--- src/hw/gmr_regs.svh ---
// register offsets, field positions, reset values and timing counts of the gyro control block
`ifndef GMR_REGS_SVH
`define GMR_REGS_SVH

`define GMR_OFF_CTRL      12'h000
`define GMR_OFF_STATUS    12'h004
`define GMR_OFF_IRQ_STAT  12'h008
`define GMR_OFF_IRQ_MASK  12'h00C
`define GMR_OFF_TX_DATA   12'h010
`define GMR_OFF_RX_DATA   12'h014

`define GMR_CTRL_SPI_EN   0
`define GMR_CTRL_RESET    32'h0000_0001

`define GMR_IRQ_RUN       0
`define GMR_IRQ_RX        1
`define GMR_IRQ_FAULT     2
`define GMR_IRQ_W         3

`define GMR_TX_RESET      8'hFF

`define GMR_CLK_MHZ       20
`define GMR_CAL_LOAD_US   10
`define GMR_CAL_LOAD_CYC  (`GMR_CAL_LOAD_US * `GMR_CLK_MHZ)

`endif

--- src/hw/gmr_pkg.sv ---
// types of the gyro control block
package gmr_pkg;

   typedef enum logic [1:0] {
      GMR_HOLD   = 2'h0,
      GMR_CAL    = 2'h1,
      GMR_SEARCH = 2'h3,
      GMR_RUN    = 2'h2
   } gmr_state_type;

   typedef enum logic [1:0] {
      GMR_R75  = 2'h0,
      GMR_R150 = 2'h1,
      GMR_R300 = 2'h2,
      GMR_R900 = 2'h3
   } gmr_range_type;

   function automatic logic [9:0] gmr_full_scale(input gmr_range_type r);
      case (r)
         GMR_R75:  gmr_full_scale = 10'h04B;
         GMR_R150: gmr_full_scale = 10'h096;
         GMR_R300: gmr_full_scale = 10'h12C;
         default:  gmr_full_scale = 10'h384;
      endcase
   endfunction

endpackage

--- src/hw/gmr_spi.sv ---
// mode 0 serial slave, oversampled by the block clock
module gmr_spi #(
   parameter int W = 8
) (
   // clock and reset
   input  wire logic         clk_in,
   input  wire logic         rstn_in,
   // synchronised pins
   input  wire logic         sclk_in,
   input  wire logic         mosi_in,
   input  wire logic         ss_n_in,
   input  wire logic         enable_in,
   // byte side
   input  wire logic [W-1:0] tx_data_in,
   output logic              miso_out,
   output logic      [W-1:0] rx_data_out,
   output logic              rx_valid_out
);
   logic         sclk_d_r;
   logic         ss_d_r;
   logic [W-1:0] shift_r;
   logic [W-1:0] tx_r;
   logic [$clog2(W):0] cnt_r;
   logic         act;
   logic         rise;
   logic         fall;

   assign act  = enable_in && !ss_n_in;
   assign rise = act && sclk_in && !sclk_d_r;
   assign fall = act && !sclk_in && sclk_d_r;

   always_ff @(posedge clk_in or negedge rstn_in) begin
      if (!rstn_in) begin
         sclk_d_r <= 1'b0;
         ss_d_r   <= 1'b1;
      end else begin
         sclk_d_r <= sclk_in;
         ss_d_r   <= ss_n_in;
      end
   end

   // sample on rising edge, shift out on falling edge
   always_ff @(posedge clk_in or negedge rstn_in) begin
      if (!rstn_in) begin
         shift_r      <= '0;
         tx_r         <= '1;
         cnt_r        <= '0;
         rx_data_out  <= '0;
         rx_valid_out <= 1'b0;
      end else begin
         rx_valid_out <= 1'b0;
         if (!act) begin
            cnt_r <= '0;
            if (ss_d_r || !enable_in) begin
               tx_r <= tx_data_in;
            end
         end else if (rise) begin
            shift_r <= {shift_r[W-2:0], mosi_in};
            if (cnt_r == ($clog2(W)+1)'(W - 1)) begin
               cnt_r        <= '0;
               rx_data_out  <= {shift_r[W-2:0], mosi_in};
               rx_valid_out <= 1'b1;
            end else begin
               cnt_r <= cnt_r + 1'b1;
            end
         end else if (fall) begin
            if (cnt_r == '0) begin
               tx_r <= tx_data_in;
            end else begin
               tx_r <= {tx_r[W-2:0], 1'b1};
            end
         end
      end
   end

   always_ff @(posedge clk_in or negedge rstn_in) begin
      if (!rstn_in) begin
         miso_out <= 1'b1;
      end else begin
         miso_out <= tx_r[W-1];
      end
   end
endmodule // gmr_spi

--- src/hw/gmr_sync.sv ---
// two flip-flop synchroniser for levels from outside the clock domain
module gmr_sync #(
   parameter int W = 1
) (
   // clock and reset
   input  wire logic         clk_in,
   input  wire logic         rstn_in,
   // level in and synchronised copy
   input  wire logic [W-1:0] d_in,
   output logic      [W-1:0] q_out
);
   logic [W-1:0] meta_r;

   // the first stage feeds only the second
   always_ff @(posedge clk_in or negedge rstn_in) begin
      if (!rstn_in) begin
         meta_r <= '0;
         q_out  <= '0;
      end else begin
         meta_r <= d_in;
         q_out  <= meta_r;
      end
   end
endmodule // gmr_sync

--- src/hw/gmr_top.sv ---
// gyro mode strap, reset sequencing, range capture, shared pins and register slave
`include "gmr_regs.svh"
module gmr_top #(
   parameter int CAL_CYC = `GMR_CAL_LOAD_CYC
) (
   // clock and reset
   input  wire logic        clk_in,
   input  wire logic        rstn_in,
   // apb slave
   input  wire logic        psel_in,
   input  wire logic        penable_in,
   input  wire logic        pwrite_in,
   input  wire logic [11:0] paddr_in,
   input  wire logic [31:0] pwdata_in,
   output logic      [31:0] prdata_out,
   output logic             pready_out,
   output logic             pslverr_out,
   // device pins
   input  wire logic        mode_strap_in,
   input  wire logic        gyro_reset_n_in,
   input  wire logic        range_pick_a_in,
   input  wire logic        range_pick_b_in,
   input  wire logic        test_sel_n_in,
   output logic             health_out,
   // analogue core
   input  wire logic        resonance_locked_in,
   input  wire logic        fault_in,
   input  wire logic [1:0]  cal_range_in,
   output logic             cal_load_out,
   output logic             commanded_self_test_out,
   output logic             rate_valid_out,
   output logic      [1:0]  range_code_out,
   output logic      [9:0]  range_fs_out,
   // interrupt
   output logic             irq_out
);
   localparam logic [11:0] CAL_LAST = 12'(CAL_CYC - 1);

   logic                  rst_n_r;
   logic [6:0]            pins_s;
   logic                  mode_s;
   logic                  grst_s;
   logic                  pick_a_s;
   logic                  pick_b_s;
   logic                  tsel_s;
   logic                  lock_s;
   logic                  fault_s;
   gmr_pkg::gmr_state_type st_r;
   logic [11:0]           cnt_r;
   logic                  mode_r;
   gmr_pkg::gmr_range_type range_r;
   logic [31:0]           ctrl_r;
   logic [`GMR_IRQ_W-1:0] stat_r;
   logic [`GMR_IRQ_W-1:0] mask_r;
   logic [7:0]            tx_r;
   logic [7:0]            rx_data;
   logic                  rx_valid;
   logic                  miso;
   logic                  spi_en;
   logic                  wr;
   logic                  rd;
   logic                  hit;
   logic [`GMR_IRQ_W-1:0] ev;
   logic                  run_d_r;

   // reset release through two flip-flops
   // assert is immediate, release waits two edges so no flop leaves reset mid-setup
   gmr_sync #(.W(1)) u_rst (
      .clk_in  (clk_in),
      .rstn_in (rstn_in),
      .d_in    (1'b1),
      .q_out   (rst_n_r)
   );

   gmr_sync #(.W(7)) u_pins (
      .clk_in  (clk_in),
      .rstn_in (rst_n_r),
      .d_in    ({fault_in, resonance_locked_in, test_sel_n_in, range_pick_b_in,
                 range_pick_a_in, gyro_reset_n_in, mode_strap_in}),
      .q_out   (pins_s)
   );
   assign mode_s   = pins_s[0];
   assign grst_s   = pins_s[1];
   assign pick_a_s = pins_s[2];
   assign pick_b_s = pins_s[3];
   assign tsel_s   = pins_s[4];
   assign lock_s   = pins_s[5];
   assign fault_s  = pins_s[6];

   // sequencer: a low reset pin forces preset state from any state
   always_ff @(posedge clk_in or negedge rst_n_r) begin
      if (!rst_n_r) begin
         st_r  <= gmr_pkg::GMR_HOLD;
         cnt_r <= 12'h000;
      end else if (!grst_s) begin
         st_r  <= gmr_pkg::GMR_HOLD;
         cnt_r <= 12'h000;
      end else begin
         case (st_r)
            gmr_pkg::GMR_HOLD: begin
               st_r  <= gmr_pkg::GMR_CAL;
               cnt_r <= 12'h000;
            end
            gmr_pkg::GMR_CAL: begin
               if (cnt_r == CAL_LAST) begin
                  st_r <= gmr_pkg::GMR_SEARCH;
               end else begin
                  cnt_r <= cnt_r + 12'h001;
               end
            end
            gmr_pkg::GMR_SEARCH: begin
               if (lock_s) begin
                  st_r <= gmr_pkg::GMR_RUN;
               end
            end
            gmr_pkg::GMR_RUN: begin
               st_r <= gmr_pkg::GMR_RUN;
            end
            default: begin
               st_r <= gmr_pkg::GMR_HOLD;
            end
         endcase
      end
   end

   // strap and range are caught once, at reset pin release, then frozen
   always_ff @(posedge clk_in or negedge rst_n_r) begin
      if (!rst_n_r) begin
         mode_r  <= 1'b0;
         range_r <= gmr_pkg::GMR_R75;
      end else if (st_r == gmr_pkg::GMR_HOLD && grst_s) begin
         mode_r <= mode_s;
         if (mode_s) begin
            range_r <= gmr_pkg::gmr_range_type'(cal_range_in);
         end else begin
            range_r <= gmr_pkg::gmr_range_type'({pick_b_s, pick_a_s});
         end
      end
   end

   assign cal_load_out   = (st_r == gmr_pkg::GMR_CAL);
   assign rate_valid_out = (st_r == gmr_pkg::GMR_RUN);
   assign range_code_out = range_r;
   assign range_fs_out   = gmr_pkg::gmr_full_scale(range_r);

   // serial slave only listens in serial mode with the reset pin high
   assign spi_en = mode_r && grst_s && ctrl_r[`GMR_CTRL_SPI_EN];

   gmr_spi #(.W(8)) u_spi (
      .clk_in       (clk_in),
      .rstn_in      (rst_n_r),
      .sclk_in      (pick_a_s),
      .mosi_in      (pick_b_s),
      .ss_n_in      (tsel_s),
      .enable_in    (spi_en),
      .tx_data_in   (tx_r),
      .miso_out     (miso),
      .rx_data_out  (rx_data),
      .rx_valid_out (rx_valid)
   );

   // self test in analogue mode while test pin is low and reset pin is high
   always_ff @(posedge clk_in or negedge rst_n_r) begin
      if (!rst_n_r) begin
         commanded_self_test_out <= 1'b0;
      end else begin
         commanded_self_test_out <= !mode_r && !tsel_s && grst_s;
      end
   end

   // in analogue mode health is false during start up, on fault and under self test; in serial mode it is high or carries miso
   always_ff @(posedge clk_in or negedge rst_n_r) begin
      if (!rst_n_r) begin
         health_out <= 1'b0;
      end else if (mode_r) begin
         health_out <= tsel_s ? 1'b1 : miso;
      end else begin
         health_out <= rate_valid_out && !fault_s && tsel_s;
      end
   end

   // apb: zero wait states, error on unmapped offsets
   assign pready_out = 1'b1;
   assign wr = psel_in && penable_in && pwrite_in;
   assign rd = psel_in && !pwrite_in;
   always_comb begin
      case (paddr_in)
         `GMR_OFF_CTRL, `GMR_OFF_STATUS, `GMR_OFF_IRQ_STAT,
         `GMR_OFF_IRQ_MASK, `GMR_OFF_TX_DATA, `GMR_OFF_RX_DATA: hit = 1'b1;
         default: hit = 1'b0;
      endcase
   end
   assign pslverr_out = psel_in && penable_in && !hit;

   always_ff @(posedge clk_in or negedge rst_n_r) begin
      if (!rst_n_r) begin
         ctrl_r <= `GMR_CTRL_RESET;
         mask_r <= '0;
         tx_r   <= `GMR_TX_RESET;
      end else if (wr) begin
         if (paddr_in == `GMR_OFF_CTRL) begin
            ctrl_r <= {31'h0000_0000, pwdata_in[`GMR_CTRL_SPI_EN]};
         end
         if (paddr_in == `GMR_OFF_IRQ_MASK) begin
            mask_r <= pwdata_in[`GMR_IRQ_W-1:0];
         end
         if (paddr_in == `GMR_OFF_TX_DATA) begin
            tx_r <= pwdata_in[7:0];
         end
      end
   end

   // sticky events; a set in the clearing cycle wins
   always_ff @(posedge clk_in or negedge rst_n_r) begin
      if (!rst_n_r) begin
         run_d_r <= 1'b0;
      end else begin
         run_d_r <= rate_valid_out;
      end
   end
   assign ev = {fault_s && rate_valid_out, rx_valid, rate_valid_out && !run_d_r};
   always_ff @(posedge clk_in or negedge rst_n_r) begin
      if (!rst_n_r) begin
         stat_r <= '0;
      end else if (wr && paddr_in == `GMR_OFF_IRQ_STAT) begin
         stat_r <= (stat_r & ~pwdata_in[`GMR_IRQ_W-1:0]) | ev;
      end else begin
         stat_r <= stat_r | ev;
      end
   end
   assign irq_out = |(stat_r & mask_r);

   always_ff @(posedge clk_in or negedge rst_n_r) begin
      if (!rst_n_r) begin
         prdata_out <= 32'h0000_0000;
      end else if (rd && !penable_in) begin
         case (paddr_in)
            `GMR_OFF_CTRL:     prdata_out <= ctrl_r;
            `GMR_OFF_STATUS:   prdata_out <= {24'h00_0000, grst_s, lock_s, range_r, mode_r,
                                              1'b0, st_r};
            `GMR_OFF_IRQ_STAT: prdata_out <= {29'h0000_0000, stat_r};
            `GMR_OFF_IRQ_MASK: prdata_out <= {29'h0000_0000, mask_r};
            `GMR_OFF_TX_DATA:  prdata_out <= {24'h00_0000, tx_r};
            `GMR_OFF_RX_DATA:  prdata_out <= {24'h00_0000, rx_data};
            default:           prdata_out <= 32'h0000_0000;
         endcase
      end
   end
endmodule // gmr_top

--- config.mk ---
export PLATFORM = sky130hd
export DESIGN_NAME = gmr_top
export DESIGN_NICKNAME = d
export VERILOG_FILES = /design/src/hw/gmr_pkg.sv /design/src/hw/gmr_spi.sv /design/src/hw/gmr_sync.sv /design/src/hw/gmr_top.sv
export VERILOG_INCLUDE_DIRS = /design/src /design/src/hw
export SDC_FILE = /design/constraint.sdc
export NUM_CORES = 1
export LEC_CHECK = 0
export ABC_AREA = 1
export BUFFER_PORTS_ARGS = -buffer_cell sky130_fd_sc_hd__clkbuf_2
export CAP_MARGIN = 5
export CELL_PAD_IN_SITES_DETAIL_PLACEMENT = 1
export CELL_PAD_IN_SITES_GLOBAL_PLACEMENT = 2
export CORE_MARGIN = 8
export CORE_UTILIZATION = 34
export CTS_BUF_LIST = sky130_fd_sc_hd__clkbuf_8
export DETAILED_ROUTE_END_ITERATION = 7
export PLACE_DENSITY = 0.91
export SLEW_MARGIN = 15
export SYNTH_ARGS = -nofsm -noshare
export SYNTH_HDL_FRONTEND = slang
export SYNTH_SLANG_ARGS = --single-unit
--- constraint.sdc ---
create_clock -name clk_in -period 5.7 [get_ports clk_in]
set_clock_uncertainty 0.15 [all_clocks]
set_input_delay 1.14 -clock clk_in [delete_from_list [all_inputs] [get_ports clk_in]]
set_output_delay 1.14 -clock clk_in [all_outputs]
set_load 0.005 [all_outputs]
==> reports/metrics.cfg <==
[drt]
drtAntennaViolNets=0
drcViolationCount=0
via_count=3658
wirelength_mm=11.52
route.detailed.wl_per_inst_um=14.92
vias_per_cell=4.738
drtIter0Drc=209
first_pass_iters=4

[cts]
cts_hold_buf=0
insertion_delay_ns=0.37
ctsLongestPathBuffers=2
clk_pin_slew_ns=0.09
postCtsResizedCells=0
cts-htree-levels=3
cts_tree=done
post_cts_buffers=0
clkSinkCount=90
numCtsBuffers=9
cts-root-buf=clkbuf_8

[worst_setup_path]
arrival_ns=2.38
worstSetupPathType=in2out
worstPathRequired_ns=4.41
r2r_slack_ns=3.31
max_stage_delay_ns=0.37
cp-end-kind=primary output
critPathMaxFanout=10
critPathTopFamily=simple AND/OR/NAND/NOR gates
critPathSlowestCell=nor2_2
critPathBufInv=2
cp_cell_sequence=clkbuf_2, nor2_1, nand2_1, nor2_2, nand3_1, nand2_1, nor2_1, clkbuf_2
worstSetupStartpointType=primary input

[synthesis]
ys_warn_count=0
syn_area_um2=4424
synth_seq_cells=90
syn_inst=535
avgSynthCellArea_um2=8.270
synth_cell_types=35
ys_seq_area_frac=0.5144

[sta]
period_needed_ns=3.666
relSlewSlack=0.5016
hold_viol_final=0
setup_viol=0
hold_slack_ns=0.1156
worst_pin_slew_ns=0.7476
finalMaxSlewViolations=0
fin_crit_sh=0.6431
worst_slack_ns=2.034
rsz0062_at_grt=false
max_freq_ghz=0.2728
tns_ns=0

[cells_and_area]
finalNonFillerCells=772
final_cell_area_um2=4942
area_delta_synth_final_pct=11.71
antenna_cells=0
drive_gt1_frac=0.1850
nets=656

[floorplanning]
die-area_um2=16920
die_h_um=130.1
initial_core_util=0.3492
num_rows=41
io_pins=109
coreArea_um2=12670
die_w_um=130.1

[place]
placedCellCount=756
gp_congestion=0.8049
hpwl_mm=8.957
port_buffers=59
place_area_um2=4778
place_ws_ns=2.039

[global_route]
grt-ovfl-total=0
antenna_found_initial=0
grt_max_degree=59
grt_usage=0.1445
grt_pass1_vias=3940
grt_first_pass_wirelength_mm=19.20

[status]
status=complete, no violations

[worst_hold_path]
min_path_type=reg2async

[pwr]
peakVddDrop_uv=118.7
p_leak_uw=0.002444
powerDensity_nw_per_um2=232.1

[job]
cap_viol_max_count=0

==> power breakdown <==
part	leakage, uW	internal (uW)	switching [uW]
combinational	0.00123	31.9	52.6
clock	0.0000959	164	222
sequential	0.00112	654	23.0
==> kinds of logic (layout without fill, tap and decap cells) <==
logic type,count (synthesis),count (layout),share of synthesized area
buffers and inverters,93,134,0.1075
adder cells (fa/ha/maj),3,3,0.008485
AO/OA/AOI/OAI,59,59,0.08003
AND/OR/NAND/NOR,287,287,0.2854
other,2,26,0.001697
flip-flops,90,90,0.5144
multiplexers,1,1,0.002545
==> cell usage after synthesis, drive strengths merged <==
| library cell | n | area, um2 |
|---|---|---|
| a21oi | 3 | 15.01 |
| a2bb2oi | 1 | 15.01 |
| a31oi | 7 | 43.79 |
| buf | 30 | 239.0 |
| clkbuf | 5 | 18.77 |
| clkinv | 2 | 7.510 |
| conb | 2 | 7.510 |
| dfrtp | 71 | 1777 |
| dfstp | 19 | 499.2 |
| ha | 3 | 37.54 |
| inv | 56 | 210.2 |
| mux2 | 1 | 11.26 |
| nand2 | 159 | 601.8 |
| nand3 | 43 | 240.2 |
| nand3b | 2 | 15.01 |
| nand4 | 16 | 100.1 |
| nor2 | 50 | 206.5 |
| nor3 | 14 | 80.08 |
| nor4 | 1 | 6.260 |
| o211ai | 1 | 7.510 |
| o21ai | 42 | 236.5 |
| o21bai | 1 | 7.510 |
| o22ai | 1 | 6.260 |
| o31ai | 3 | 22.52 |
| or2 | 2 | 12.52 |
==> registers in the layout, indices dropped and copies added, names as in the netlist, 2 cells and up <==
name and cells:
cnt_r 12, mask_r 3, prdata_out 8, range_code_out 2, st_r 2, stat_r 3
tx_r 8, u_pins.meta_r 7, u_pins.q_out 7, u_spi.cnt_r 4, u_spi.rx_data_out 8, u_spi.shift_r 7
u_spi.tx_r 8
==> worst paths after layout <==
kind                                        from              endpoint  cells after the start
worst max-delay path                 paddr_in[9]           pslverr_out                      8
worst min-delay path                 u_rst.q_out      u_pins.meta_r[3]                      0
worst max register to register   u_pins.q_out[1]  u_spi.rx_data_out[7]                      6
worst min register to register       u_rst.q_out      u_pins.meta_r[3]                      0
max in group asynchronous            u_rst.q_out               st_r[1]                      1
min in group clk_in             u_pins.meta_r[2]       u_pins.q_out[2]                      0
==> per-layer routing <==
metal	track usage	routed length, um
met1	0.1768	5221
met2	0.2404	5556
met3	0.02897	517
met4	0.06694	225
met5	0	0
==> layout by cell type, fill, tap and decap left out, types with 7 or more instances in the layout <==
| master | n |
|---|---|
| o21ai_0 | 35 |
| nor3_1 | 12 |
| dfstp_2 | 19 |
| nand3_1 | 41 |
| nand4_1 | 16 |
| nand2_1 | 157 |
| nor2_1 | 48 |
| inv_1 | 58 |
| o21ai_2 | 7 |
| a31oi_1 | 7 |
| conb_1 | 26 |
| clkbuf_2 | 59 |
| clkbuf_8 | 10 |
| dfrtp_1 | 70 |
==> metrics by stage <==
step | total power, uW | utilization
floorplan | 738.0 | -
global placement | 772.0 | 0.3771
detailed placement | 775.4 | 0.3771
CTS | 1166 | 0.3900
global route | 1204 | 0.3900
finish | 1147 | 0.3900
==> area by class of cell <==
cell class	instances	area, um2
sequential	90	2280
clock buffer	10	137.6
clock inverter	6	26.28
multi-input combinational	376	1763
inverter	58	217.7
tap	172	215.2
fill	1594	7729
timing repair buffer	60	302.8
No activity file was read; power rests on OpenSTA's default activity.
